### config.mk
export PLATFORM = sky130hd
export DESIGN_NAME = spi_host_slave_with_detect
export DESIGN_NICKNAME = d
export VERILOG_FILES = /design/src/shd_pkg.sv /design/src/shd_pins_if.sv /design/src/spi_host_slave_with_detect.sv /design/src/shd_pin_sync.sv
export SDC_FILE = /design/constraint.sdc
export NUM_CORES = 1
export LEC_CHECK = 0
export ABC_CLOCK_PERIOD_IN_PS = 4100
export BUFFER_PORTS_ARGS = -buffer_cell sky130_fd_sc_hd__buf_2
export CAP_MARGIN = 25
export CELL_PAD_IN_SITES_DETAIL_PLACEMENT = 1
export CELL_PAD_IN_SITES_GLOBAL_PLACEMENT = 1
export CORE_MARGIN = 3
export CORE_UTILIZATION = 49
export DETAILED_ROUTE_END_ITERATION = 12
export PLACE_DENSITY = 0.81
export SLEW_MARGIN = 0
export SYNTH_ARGS = -nofsm -noshare
export SYNTH_HDL_FRONTEND = slang
export SYNTH_SLANG_ARGS = --single-unit
export TNS_END_PERCENT = 10
### constraint.sdc
create_clock -name clk -period 4.1 [get_ports clk]
set_input_delay 0.205 -clock clk [delete_from_list [all_inputs] [get_ports clk]]
set_output_delay 0.205 -clock clk [all_outputs]
set_load 0.03 [all_outputs]
### src/shd_pkg.sv
// constants and types shared by the serial host port with interface detection
// Notes on behaviour
// after reset release, sample the strap pins once and fix the host interface type
// two-wire strap high picks I2C; else address strap low UART, high SPI
// in SPI mode act only as slave, serial clock up to 10 Mbit/s; the core needs 3 clk per sck phase, so 3.33 Mbit/s at 20 MHz
// the host master drives the serial clock and all bytes on MOSI
// every byte on MOSI and MISO travels most significant bit first
// master holds MOSI stable at rising edges; device samples on rising edge
// device changes MISO on falling edges, stable at the next rising edge
// read: one address byte per read, data trails by a byte, zero byte ends
// write: one address byte then any number of data bytes; MISO unused
// address byte: bit 7 read flag, bits 6 to 1 address, bit 0 zero
// read or write mode and address come from the first byte of a transaction
// chip select high ends the transaction and clears byte and bit counts
package shd_pkg;

    // host interface type shown on the mode output
    localparam logic [1:0] SHD_MODE_NONE = 2'h0;
    localparam logic [1:0] SHD_MODE_UART = 2'h1;
    localparam logic [1:0] SHD_MODE_SPI  = 2'h2;
    localparam logic [1:0] SHD_MODE_I2C  = 2'h3;

    typedef enum logic [3:0] {
        SHD_ST_SETTLE = 4'h1,
        SHD_ST_SPI    = 4'h2,
        SHD_ST_UART   = 4'h4,
        SHD_ST_I2C    = 4'h8
    } shd_state_type;

    // synchroniser depth and the wait before the straps are trusted
    localparam int         SHD_SYNC_STAGES   = 2;
    localparam logic [1:0] SHD_SETTLE_CYCLES = 2'h3;

    // synchronised pin vector layout and its idle value (chip select high)
    localparam int         SHD_PIN_W    = 5;
    localparam int         SHD_PIN_CS   = 0;
    localparam int         SHD_PIN_SCK  = 1;
    localparam int         SHD_PIN_MOSI = 2;
    localparam int         SHD_PIN_I2C  = 3;
    localparam int         SHD_PIN_ADDR = 4;
    localparam logic [4:0] SHD_PIN_IDLE = 5'h01;

    // address byte layout
    localparam int SHD_BYTE_W   = 8;
    localparam int SHD_ADDR_W   = 6;
    localparam int SHD_RW_BIT   = 7;
    localparam int SHD_ADDR_MSB = 6;
    localparam int SHD_ADDR_LSB = 1;
    localparam logic [2:0] SHD_LAST_BIT = 3'h7;

    // serial clock budget at the core clock rate
    localparam int SHD_CLK_HZ      = 20000000;
    localparam int SHD_SPI_BPS_MAX = 10000000;
    localparam int SHD_SCK_SAMPLES = SHD_CLK_HZ / SHD_SPI_BPS_MAX;

endpackage

### src/shd_pins_if.sv
// synchronised host pins passed from the synchroniser to the port core
interface shd_pins_if;
    logic cs_n;
    logic sck;
    logic mosi;
    logic strap_i2c;
    logic strap_addr;

    modport sync_side (output cs_n, output sck, output mosi, output strap_i2c,
                       output strap_addr);
    modport core_side (input cs_n, input sck, input mosi, input strap_i2c,
                       input strap_addr);
endinterface

### src/spi_host_slave_with_detect.sv
// host port core: strap detection and SPI slave register access
module spi_host_slave_with_detect (
    input  wire logic        clk,
    input  wire logic        reset_n,
    input  wire logic        strap_i2c,
    input  wire logic        address_select_strap,
    input  wire logic        sda_in,
    input  wire logic        test_port_bit5_in,
    input  wire logic        test_port_bit6_in,
    input  wire logic        test_port_bit7_in,
    output logic             test_port_bit7_out,
    output logic             test_port_bit7_oe,
    output logic [1:0]       host_mode,
    output logic [5:0]       reg_addr,
    output logic [7:0]       reg_wdata,
    output logic             reg_wr,
    output logic             reg_rd,
    input  wire logic [7:0]  reg_rdata
);
    shd_pins_if pins ();

    // SPI pins share the sda and test port pins; all come from outside the clock domain
    shd_pin_sync #(
        .STAGES (shd_pkg::SHD_SYNC_STAGES)
    ) u_sync (
        .clk            (clk),
        .reset_n        (reset_n),
        .cs_n_pin       (sda_in),
        .sck_pin        (test_port_bit5_in),
        .mosi_pin       (test_port_bit6_in),
        .strap_i2c_pin  (strap_i2c),
        .strap_addr_pin (address_select_strap),
        .pins           (pins.sync_side)
    );

    shd_pkg::shd_state_type state_ff;
    logic [1:0]             settle_cnt_ff;
    logic [1:0]             mode_ff;
    logic                   sck_prev_ff;
    logic [2:0]             bit_cnt_ff;
    logic [6:0]             rx_ff;
    logic                   first_ff;
    logic                   rw_ff;
    logic [7:0]             tx_ff;
    logic                   rd_wait_ff;
    logic                   reg_rd_ff;
    logic                   reg_wr_ff;
    logic [5:0]             reg_addr_ff;
    logic [7:0]             reg_wdata_ff;
    logic                   miso_ff;
    logic                   miso_oe_ff;

    logic                   active;
    logic                   rise;
    logic                   fall;
    logic                   byte_done;
    logic [7:0]             rx_byte;
    logic                   is_read;

    function automatic shd_pkg::shd_state_type decode_mode(input logic i2c,
                                                           input logic addr_strap);
        if (i2c) begin
            decode_mode = shd_pkg::SHD_ST_I2C;
        end else if (addr_strap) begin
            decode_mode = shd_pkg::SHD_ST_SPI;
        end else begin
            decode_mode = shd_pkg::SHD_ST_UART;
        end
    endfunction

    // straps are read once after the synchroniser has filled, then frozen
    always_ff @(posedge clk or negedge reset_n) begin
        if (!reset_n) begin
            state_ff      <= shd_pkg::SHD_ST_SETTLE;
            settle_cnt_ff <= 2'h0;
        end else begin
            case (state_ff)
                shd_pkg::SHD_ST_SETTLE: begin
                    if (settle_cnt_ff == shd_pkg::SHD_SETTLE_CYCLES) begin
                        state_ff <= decode_mode(pins.strap_i2c, pins.strap_addr);
                    end else begin
                        settle_cnt_ff <= settle_cnt_ff + 2'h1;
                    end
                end
                default: begin
                    state_ff <= state_ff;
                end
            endcase
        end
    end

    always_ff @(posedge clk or negedge reset_n) begin
        if (!reset_n) begin
            mode_ff <= shd_pkg::SHD_MODE_NONE;
        end else begin
            case (state_ff)
                shd_pkg::SHD_ST_SPI:  mode_ff <= shd_pkg::SHD_MODE_SPI;
                shd_pkg::SHD_ST_UART: mode_ff <= shd_pkg::SHD_MODE_UART;
                shd_pkg::SHD_ST_I2C:  mode_ff <= shd_pkg::SHD_MODE_I2C;
                default:              mode_ff <= shd_pkg::SHD_MODE_NONE;
            endcase
        end
    end

    // sampled edges cap the serial clock at a fraction of clk; see the note on rate
    assign active    = (state_ff == shd_pkg::SHD_ST_SPI) && !pins.cs_n;
    assign rise      = pins.sck && !sck_prev_ff;
    assign fall      = !pins.sck && sck_prev_ff;
    assign byte_done = active && rise && (bit_cnt_ff == shd_pkg::SHD_LAST_BIT);
    assign rx_byte   = {rx_ff, pins.mosi};
    assign is_read   = rx_byte[shd_pkg::SHD_RW_BIT];

    always_ff @(posedge clk or negedge reset_n) begin
        if (!reset_n) begin
            sck_prev_ff <= 1'b0;
        end else begin
            sck_prev_ff <= pins.sck;
        end
    end

    always_ff @(posedge clk or negedge reset_n) begin
        if (!reset_n) begin
            bit_cnt_ff <= 3'h0;
            rx_ff      <= 7'h00;
            first_ff   <= 1'b1;
        end else if (!active) begin
            bit_cnt_ff <= 3'h0;
            first_ff   <= 1'b1;
        end else if (rise) begin
            bit_cnt_ff <= bit_cnt_ff + 3'h1;
            rx_ff      <= rx_byte[6:0];
            if (byte_done) begin
                first_ff <= 1'b0;
            end
        end
    end

    always_ff @(posedge clk or negedge reset_n) begin
        if (!reset_n) begin
            rw_ff <= 1'b0;
        end else if (byte_done && first_ff) begin
            rw_ff <= is_read;
        end
    end

    // later bytes of a read carry the next address; a byte with bit 7 clear only skips the read
    always_ff @(posedge clk or negedge reset_n) begin
        if (!reset_n) begin
            reg_rd_ff    <= 1'b0;
            reg_wr_ff    <= 1'b0;
            reg_addr_ff  <= 6'h00;
            reg_wdata_ff <= 8'h00;
        end else begin
            reg_rd_ff <= byte_done && is_read && (first_ff || rw_ff);
            reg_wr_ff <= byte_done && !first_ff && !rw_ff;
            if (byte_done && (first_ff || (rw_ff && is_read))) begin
                reg_addr_ff <= rx_byte[shd_pkg::SHD_ADDR_MSB:shd_pkg::SHD_ADDR_LSB];
            end
            if (byte_done && !first_ff && !rw_ff) begin
                reg_wdata_ff <= rx_byte;
            end
        end
    end

    // read data is taken one cycle after the read strobe, before the next falling edge
    always_ff @(posedge clk or negedge reset_n) begin
        if (!reset_n) begin
            rd_wait_ff <= 1'b0;
            tx_ff      <= 8'h00;
        end else begin
            rd_wait_ff <= reg_rd_ff;
            if (!active) begin
                tx_ff <= 8'h00;
            end else if (rd_wait_ff) begin
                tx_ff <= reg_rdata;
            end else if (fall) begin
                tx_ff <= {tx_ff[6:0], 1'b0};
            end
        end
    end

    always_ff @(posedge clk or negedge reset_n) begin
        if (!reset_n) begin
            miso_ff    <= 1'b0;
            miso_oe_ff <= 1'b0;
        end else begin
            miso_oe_ff <= active;
            if (!active) begin
                miso_ff <= 1'b0;
            end else if (fall) begin
                miso_ff <= tx_ff[7];
            end
        end
    end

    assign test_port_bit7_out = miso_ff;
    assign test_port_bit7_oe  = miso_oe_ff;
    assign host_mode          = mode_ff;
    assign reg_addr           = reg_addr_ff;
    assign reg_wdata          = reg_wdata_ff;
    assign reg_wr             = reg_wr_ff;
    assign reg_rd             = reg_rd_ff;
endmodule

### src/shd_pin_sync.sv
// two-flop synchroniser for all host pins read by the port core
module shd_pin_sync #(
    parameter int STAGES = shd_pkg::SHD_SYNC_STAGES
) (
    input  wire logic  clk,
    input  wire logic  reset_n,
    input  wire logic  cs_n_pin,
    input  wire logic  sck_pin,
    input  wire logic  mosi_pin,
    input  wire logic  strap_i2c_pin,
    input  wire logic  strap_addr_pin,
    shd_pins_if.sync_side pins
);
    logic [shd_pkg::SHD_PIN_W-1:0] stage_ff [STAGES];
    logic [shd_pkg::SHD_PIN_W-1:0] raw;

    assign raw = {strap_addr_pin, strap_i2c_pin, mosi_pin, sck_pin, cs_n_pin};

    genvar g;
    generate
        for (g = 0; g < STAGES; g++) begin : g_stage
            always_ff @(posedge clk or negedge reset_n) begin
                if (!reset_n) begin
                    stage_ff[g] <= shd_pkg::SHD_PIN_IDLE;
                end else if (g == 0) begin
                    stage_ff[g] <= raw;
                end else begin
                    stage_ff[g] <= stage_ff[(g == 0) ? 0 : g-1];
                end
            end
        end
    endgenerate

    assign pins.cs_n       = stage_ff[STAGES-1][shd_pkg::SHD_PIN_CS];
    assign pins.sck        = stage_ff[STAGES-1][shd_pkg::SHD_PIN_SCK];
    assign pins.mosi       = stage_ff[STAGES-1][shd_pkg::SHD_PIN_MOSI];
    assign pins.strap_i2c  = stage_ff[STAGES-1][shd_pkg::SHD_PIN_I2C];
    assign pins.strap_addr = stage_ff[STAGES-1][shd_pkg::SHD_PIN_ADDR];
endmodule

==> results.toml, run 1 <==
[status]
status = "finished, violations left"
violations = "negative hold slack"

[clock_tree]
cts_tree = "done"
clock_latency_ps = 350
cts_root_buf = "clkbuf_8"
cts_made_buffers = 9
cts_buffer_depth = 2
path_clk_slew_ps = 70
h-tree-depth = 3
post_cts_buffers = 0
clkSinkCount = 58
post_cts_resized = 0

[power_and_ir_drop]
combPwrFrac = 0.026
power_density_nw_per_um2 = 403.3
seqPwrFrac = 0.542
vdd_ir_drop_max_mv = 0.2919
sw_frac_of_total = 0.2453
leakage_nw = 1.388
p_sw_uw = 263.5
total_power_mw = 1.074
internal_power_uw = 810.7
clockPowerShare = 0.432

[grt]
antenna_found_initial = 0
grt_pass1_wl_um = 7162
grt_overflow = 0
grt_usage = 0.1864
grt_max_degree = 59
grt_pass1_vias = 1509

[synth]
ys_seq_area_frac = 0.6561
syn_inst = 152
ys_seq_elements = 58
synth.distinct_cells = 30
syn-cell-area_sq_um = 2220
synth_nets = 171
syn_area_per_cell_sq_um = 14.60
ys_warn_count = 0

[routing]
drc = 0
drt-initial-drc-count = 68
dr_total_vias = 1363
wirelength_um = 4296
vias_per_cell = 5.409
postRouteAntennaNets = 0
detail_route.wl_per_cell_um = 17.05
drt_first_pass_iters = 4

[timing]
period_needed_ps = 2313
skew_ps = 8.542
slew_violations = 0
hold_viol = 6
setup_viol = 0
relSlewSlack = 0.5250
fmax_mhz = 432.4
max_slew.worst_pin.slew_ps = 712.6
finalCritPeriodShare = 0.5641
setup_tns_ps = 0
rsz0062_at_grt = "no"
holdWs_ps = -6.330
setup_ws_ps = 1787

[placement]
gp_congestion = 0.7230
place_hpwl_um = 2789
port_buffers = 34
pre_cts_slack_ps = 1764
post_dp_cell_area_sq_um = 2436

[layout]
fin_area_sq_um = 2664
antenna_cells = 0
utilization = 0.6384
area_growth_pct = 20.01
fin_nets = 216
drive_gt1_frac = 0.4059

[worst_setup_path]
cp_top_family = "simple AND/OR/NAND/NOR gates"
startpoint_type = "flip-flop"
endpoint_kind = "flip-flop"
cp.buffers_inverters = 0
cp.required_ps = 4330
cp.arrival_ps = 2540
critPathLaunch = "state_ff[2]$_DFFE_PN0P_"
worstSetupPathType = "flip-flop to flip-flop"
r2r_start = "state_ff[2]$_DFFE_PN0P_"
critical-path-slowest-cell = "or4b_1"
worstPathCellList = "or4b_1 -> nor4b_4 -> mux2_2"
crit_fanout = 9
cpPeakStageDelay_ps = 690

[flow_run]
maxCapViolations = 0

[die]
ios = 36
start_util = 0.5319
fp.coreArea_sq_um = 4173
num_rows = 23
die_area_sq_um = 5374
die_w_um = 73.31
die_y_um = 73.31

[hold_path]
hold_path.class = "input port to async pin"
-- metal layers --
layer	share of wire	GRT usage	routed length, um	vias to the layer above
met3	0.044	0.06293	189	12
met2	0.51	0.2939	2177	32
met4	0.031	0.1268	135	0
li1	-	-	-	623
met1	0.42	0.2138	1793	696
met5	0	0	0	-
-- final timing paths --
kind | slack [ps] | to | depth (start not counted)
max | 1790 | reg_wdata[0]$_DFFE_PN0P_ | 3
min | -6 | u_sync.stage_ff[6]$_DFF_PN0_ | 2
max reg2reg | 1790 | reg_wdata[0]$_DFFE_PN0P_ | 3
min reg2reg | 350 | u_sync.pins.mosi$_DFF_PN0_ | 0
max in group asynchronous | 3630 | tx_ff[4]$_DFFE_PN0P_ | 2
min in group clk | 130 | tx_ff[2]$_DFFE_PN0P_ | 3
-- worst reg2reg max path, delay by kind of cell, from the launching register on --
family        cells  cell delay, ps
simple gates      2            1350
mux               1             410
flops             1             430
-- cell usage after synthesis, drive strengths merged --
library cell | count | area share
buf | 3 | 0.0056
a41o | 1 | 0.0045
dfrtp | 54 | 0.61
xnor2 | 2 | 0.0079
nand3 | 1 | 0.0023
mux2i | 10 | 0.045
mux2 | 23 | 0.12
or2 | 1 | 0.0028
a21oi | 2 | 0.0045
nor2b | 1 | 0.0028
xor2 | 2 | 0.0079
nand3b | 1 | 0.0034
or4b | 1 | 0.0045
nor4 | 1 | 0.0096
nor3 | 3 | 0.0090
a211oi | 7 | 0.024
and2 | 1 | 0.0028
nor4b | 4 | 0.023
o31ai | 1 | 0.0034
nand2 | 4 | 0.0068
o21bai | 1 | 0.0034
ha | 3 | 0.017
nor2 | 12 | 0.020
inv | 4 | 0.0068
dfstp | 4 | 0.047
clkbuf | 3 | 0.0051
nand2b | 2 | 0.0056
-- power by group through the flow --
stage	clock, mW	combinational (mW)	sequential (mW)
2_1_floorplan	0	0.00606	0.592
3_3_place_gp	0	0.0235	0.592
3_5_place_dp	0	0.0248	0.593
4_1_cts	0.480	0.0286	0.582
5_1_grt	0.508	0.0311	0.582
6_report	0.464	0.0279	0.582
-- area by class of cell --
type	count	area, sq um
multi-input cells	84	724.4
fillers	415	1509
clock inverters	7	53.80
clock buffers	9	123.9
well taps	50	62.56
repair buffers	40	227.7
flip-flops and latches	58	1456
inverters	4	15.01
-- logic make-up after synthesis --
kind of cell,share of synthesized area
flip-flops,0.6561
multiplexers,0.1618
AND/OR/NAND/NOR,0.09245
AO/OA/AOI/OAI,0.03946
buffers and inverters,0.01747
XOR/XNOR,0.01579
adder cells (fa/ha/maj),0.01691
-- flip-flops by register name, indices dropped and copies added (netlist names), 2 cells and up --
register	flops
state_ff	4
settle_cnt_ff	2
reg_addr	6
tx_ff	8
u_sync.stage_ff	5
rx_ff	7
host_mode	2
reg_wdata	8
bit_cnt_ff	3
-- cell usage in the layout (no fill, tap or decap), types with 2 or more instances in the layout --
cell / instances
clkinv_4: 2
xor2_1: 2
a211oi_1: 7
mux2i_1: 10
clkinvlp_4: 3
dlygate4sd3_1: 5
nand2b_1: 2
clkbuf_8: 9
nor3_1: 2
xnor2_1: 2
dfrtp_1: 54
nor2_1: 12
ha_1: 3
nand2_1: 4
inv_1: 4
buf_2: 34
a21oi_1: 2
nor4b_1: 3
dfstp_2: 4
mux2_2: 23
-- per-stage QoR --
stage,hold WS [ps],instances
finish,-6.330,252
global route,39.09,252
CTS,2.875,252
detailed placement,315.3,231
global placement,313.2,231
floorplan,-90.59,152
-- repair_timing --
action                     in CTS  in global routing
setup endpoints to repair       0                  0
hold endpoints to repair        5                  0
hold buffers                    5                  0
(Power assumes the default switching activity.)
==> inputs of run 2 (changes only) <==
ABC_CLOCK_PERIOD_IN_PS = 2380   (was 4100)
CORE_UTILIZATION = 45   (was 49)
PLACE_DENSITY = 0.75   (was 0.81)
clock period = 2.38 ns   (was 4.1 ns; I/O delays follow)
==> results.toml, run 2 (same netlist as run 1, synthesis figures left out) <==
[layout]
n_fill_cell = 477
final_common_cell = "dfrtp_1"
area_growth_pct = 24.52
fin_nets = 221
final_cell_mix = "dfrtp_1, buf_2, mux2_2"
drive_gt1_frac = 0.4106
antenna_cells = 0

[clock_tree]
cts_made_buffers = 9
cts_buffer_depth = 2
cts_root_buf = "clkbuf_8"
path_clk_slew_ps = 60
clkSinkCount = 58
cts_tree = "done"
h-tree-depth = 3
clock_latency_ps = 330
post_cts_buffers = 0

[power_and_ir_drop]
leakage_nw = 1.441
sw_frac_of_total = 0.1966
internal_power_mw = 1.633
seqPwrFrac = 0.494
combPwrFrac = 0.025
p_sw_uw = 399.7
power_density_nw_per_um2 = 735.4
vdd_ir_drop_max_mv = 0.5337
clockPowerShare = 0.481

[timing]
period_needed_ps = 2089
setup_ws_ps = 291.4
slew_violations = 0
max_slew.worst_pin.slew_ps = 713.0
hold_viol = 0
skew_ps = 9.039
fmax_mhz = 478.8
holdWs_ps = 51.72
setup_viol = 0
finalCritPeriodShare = 0.8776
rsz0062_at_grt = "no"
relSlewSlack = 0.5247
setup_tns_ps = 0

[routing]
dr_total_vias = 1359
drt_first_pass_iters = 4
vias_per_cell = 4.996
drt-initial-drc-count = 47
wirelength_um = 4149
postRouteAntennaNets = 0
drc = 0
detail_route.wl_per_cell_um = 15.25

[worst_setup_path]
cp_top_family = "simple AND/OR/NAND/NOR gates"
cpPeakStageDelay_ps = 680
critical-path-slowest-cell = "or4b_1"
crit_fanout = 9
cp.arrival_ps = 2300
startpoint_type = "flip-flop"
worstPathCellList = "or4b_1 -> nor4b_4 -> buf_4 -> mux2_2"
endpoint_kind = "flip-flop"
cp.required_ps = 2590
cp.buffers_inverters = 1
worstSetupPathType = "flip-flop to flip-flop"

[die]
ios = 36
num_rows = 24
fp.coreArea_sq_um = 4564
start_util = 0.4863
die_w_um = 76.23
die_area_sq_um = 5811
die_y_um = 76.23

[placement]
pre_cts_slack_ps = 281.4
port_buffers = 34
gp_congestion = 0.7315
place_hpwl_um = 2968

[grt]
grt_pass1_vias = 1543
antenna_found_initial = 0
grt_max_degree = 33
grt_pass1_wl_um = 7279
grt_overflow = 0
grt_usage = 0.1612

[flow_run]
maxCapViolations = 0

[hold_path]
hold_path.class = "input port to flip-flop"

[status]
status = "complete, no violations"
run 2: final timing paths:
| path | from | to | slack, ps | cells after the start |
|---|---|---|---|---|
| min in group asynchronous | reset_n | u_sync.pins.sck$_DFF_PN0_ | 390 | 2 |
| max in group asynchronous | reset_n | first_ff$_DFFE_PN1P_ | 1240 | 3 |
| setup / recovery | state_ff[2]$_DFFE_PN0P_ | reg_wdata[6]$_DFFE_PN0P_ | 290 | 4 |
| setup reg to reg | state_ff[2]$_DFFE_PN0P_ | reg_wdata[6]$_DFFE_PN0P_ | 290 | 4 |
| hold / removal | reg_rdata[0] | tx_ff[0]$_DFFE_PN0P_ | 50 | 3 |
| hold reg to reg | u_sync.stage_ff[8]$_DFF_PN0_ | u_sync.pins.strap_i2c$_DFF_PN0_ | 350 | 0 |
run 2: worst min-delay path, cell delays in order:
cell	delay, ps
buf_2	100
nand2_1	60
a21oi_1	60
run 2: metrics by stage:
stage	std cells	power (mW)	cell area [sq um]	utilization
after floorplan	152	1.030	2220	-
after global placement	250	1.063	2485	0.5444
after detailed placement	250	1.066	2485	0.5444
after CTS	272	2.063	2764	0.6055
after global routing	272	2.119	2764	0.6055
final	272	2.032	2764	0.6055
run 2: metal layers:
| layer | part of all wire | global-route usage |
|---|---|---|
| met5 | 0 | 0 |
| met4 | 0.018 | 0.07609 |
| met3 | 0.049 | 0.05674 |
| met2 | 0.52 | 0.2777 |
| met1 | 0.41 | 0.1772 |
run 2: final cells by class:
cell class | count | area (sq um) | area share
clock buffers | 11 | 141.4 | 0.05115
clock inverters | 5 | 77.57 | 0.02807
inverters | 4 | 15.01 | 0.005432
multi-input cells | 84 | 724.4 | 0.2621
flip-flops and latches | 58 | 1456 | 0.5269
well taps | 65 | 81.33 | 0.02943
repair buffers | 45 | 267.8 | 0.09688
run 2: what timing repair did:
item	4_1_cts	5_1_grt
hold endpoints to repair	33	0
hold buffers	6	0
gates resized for setup	0	0
run 2: power groups by stage:
| stage | registers, mW | logic (mW) | clock network (mW) |
|---|---|---|---|
| after floorplan | 1.02 | 0.0104 | 0 |
| after global placement | 1.02 | 0.0426 | 0 |
| after detailed placement | 1.02 | 0.0451 | 0 |
| after CTS | 1.00 | 0.0530 | 1.01 |
| after global routing | 1.00 | 0.0584 | 1.06 |
| final | 1.00 | 0.0511 | 0.978 |
==> inputs of run 3 (changes only) <==
ABC_CLOCK_PERIOD_IN_PS = 2700   (was 2380)
CORE_UTILIZATION = 49   (was 45)
PLACE_DENSITY = 0.81   (was 0.75)
SLEW_MARGIN = 25   (was 0)
clock period = 2.7 ns   (was 2.38 ns; I/O delays follow)
==> results.toml, run 3 (same netlist as run 1, synthesis figures left out) <==
[status]
status = "complete, no violations"

[placement]
gp_congestion = 0.7245
port_buffers = 34
post_dp_cell_area_sq_um = 2444
place_hpwl_um = 2882

[layout]
utilization = 0.6525
drive_gt1_frac = 0.4020
fin_nets = 218
n_fill_cell = 385
antenna_cells = 0
fin_area_sq_um = 2723
area_growth_pct = 22.66
final_cell_mix = "dfrtp_1, buf_2, mux2_2"
final_common_cell = "dfrtp_1"

[timing]
rsz0062_at_grt = "no"
fmax_mhz = 446.0
relSlewSlack = 0.5761
hold_viol = 0
setup_tns_ps = 0
holdWs_ps = 67.32
slew_violations = 0
period_needed_ps = 2242
max_slew.worst_pin.slew_ps = 632.4
setup_viol = 0
finalCritPeriodShare = 0.8304
skew_ps = 5.372

[power_and_ir_drop]
combPwrFrac = 0.024
vdd_ir_drop_max_mv = 0.3628
power_density_nw_per_um2 = 662.8
internal_power_mw = 1.438
clockPowerShare = 0.486
sw_frac_of_total = 0.2029
seqPwrFrac = 0.490
p_sw_uw = 366.2
leakage_nw = 1.425

[clock_tree]
clock_latency_ps = 330
h-tree-depth = 3
cts_root_buf = "clkbuf_8"
cts_tree = "done"
post_cts_resized = 0
cts_buffer_depth = 2
cts_made_buffers = 9
path_clk_slew_ps = 70
clkSinkCount = 58

[routing]
vias_per_cell = 5.256
drc = 0
detail_route.wl_per_cell_um = 17.14
drt-initial-drc-count = 34
postRouteAntennaNets = 0
wirelength_um = 4353
dr_total_vias = 1335
drt_first_pass_iters = 3

[worst_setup_path]
endpoint = "rx_ff[5]$_DFFE_PN0P_"
cp.required_ps = 2920
endpoint_kind = "flip-flop"
critPathLaunch = "state_ff[2]$_DFFE_PN0P_"
startpoint_type = "flip-flop"
worstSetupPathType = "flip-flop to flip-flop"
r2r_end = "rx_ff[5]$_DFFE_PN0P_"
ff2ff_path_depth = 3
ff2ff_setup_slack_ps = 460
r2r_start = "state_ff[2]$_DFFE_PN0P_"
cp.arrival_ps = 2460
crit_fanout = 7

[die]
die_y_um = 73.31
num_rows = 23
die_w_um = 73.31
ios = 36
die_area_sq_um = 5374
fp.coreArea_sq_um = 4173
start_util = 0.5319

[flow_run]
maxCapViolations = 0

[hold_path]
hold_path.class = "input port to flip-flop"

[grt]
grt_usage = 0.1906
antenna_found_initial = 0
grt_max_degree = 34
grt_pass1_vias = 1475
grt_overflow = 0
grt_pass1_wl_um = 7396
run 3: cell types whose count changed in the layout (fill, tap and decap cells not counted), sizes merged:
cell  previous run  this run
buf             39        36
run 3: worst min path at each step:
stage,from,to,depth (start not counted)
floorplan,reset_n,bit_cnt_ff[0]$_DFFE_PN0P_,0
global placement,reset_n,host_mode[1]$_DFF_PN0_,1
detailed placement,reset_n,host_mode[1]$_DFF_PN0_,1
CTS,reg_rdata[0],tx_ff[0]$_DFFE_PN0P_,3
global route,reg_rdata[0],tx_ff[0]$_DFFE_PN0P_,3
finish,reg_rdata[0],tx_ff[0]$_DFFE_PN0P_,3
run 3: stage by stage:
step	total power, mW	setup slack, ps	instances
global route	1.881	375.4	254
detailed placement	0.9382	488.5	232
finish	1.805	457.8	254
global placement	0.9353	538.0	232
CTS	1.831	453.3	254
floorplan	0.9080	668.9	152
run 3: worst max-delay path, cell delays in order, from the launching register on:
cell and delay, ps:
dfrtp_1 430, or4b_1 690, nor3_2 590, mux2_2 420
run 3: power by group through the flow:
stage,registers (mW),clock network (mW),logic [mW]
after global routing,0.885,0.947,0.0490
after floorplan,0.899,0,0.00920
after CTS,0.884,0.901,0.0453
final,0.884,0.876,0.0436
after global placement,0.900,0,0.0358
after detailed placement,0.900,0,0.0379
run 3: area by class of cell:
type	count	area, sq um	share of cell area
Clock buffer	11	141.4	0.05193
Multi-Input combinational cell	84	724.4	0.2661
Clock inverter	5	77.57	0.02849
Tap cell	50	62.56	0.02298
Sequential cell	58	1456	0.5349
Timing Repair Buffer	42	245.2	0.09007
Inverter	4	15.01	0.005515
run 3: what timing repair did:
| item | CTS | global route |
|---|---|---|
| buffers inserted | 0 | 0 |
| hold endpoints to repair | 27 | 0 |
| hold buffers | 6 | 0 |
run 3: metal layers:
metal  global-route usage  share of wire  up-vias
met2               0.3158           0.52       25
li1                     -              -      627
met4              0.07847          0.017        0
met3              0.06977          0.040       11
met5                    0              0        -
met1               0.2240           0.42      672
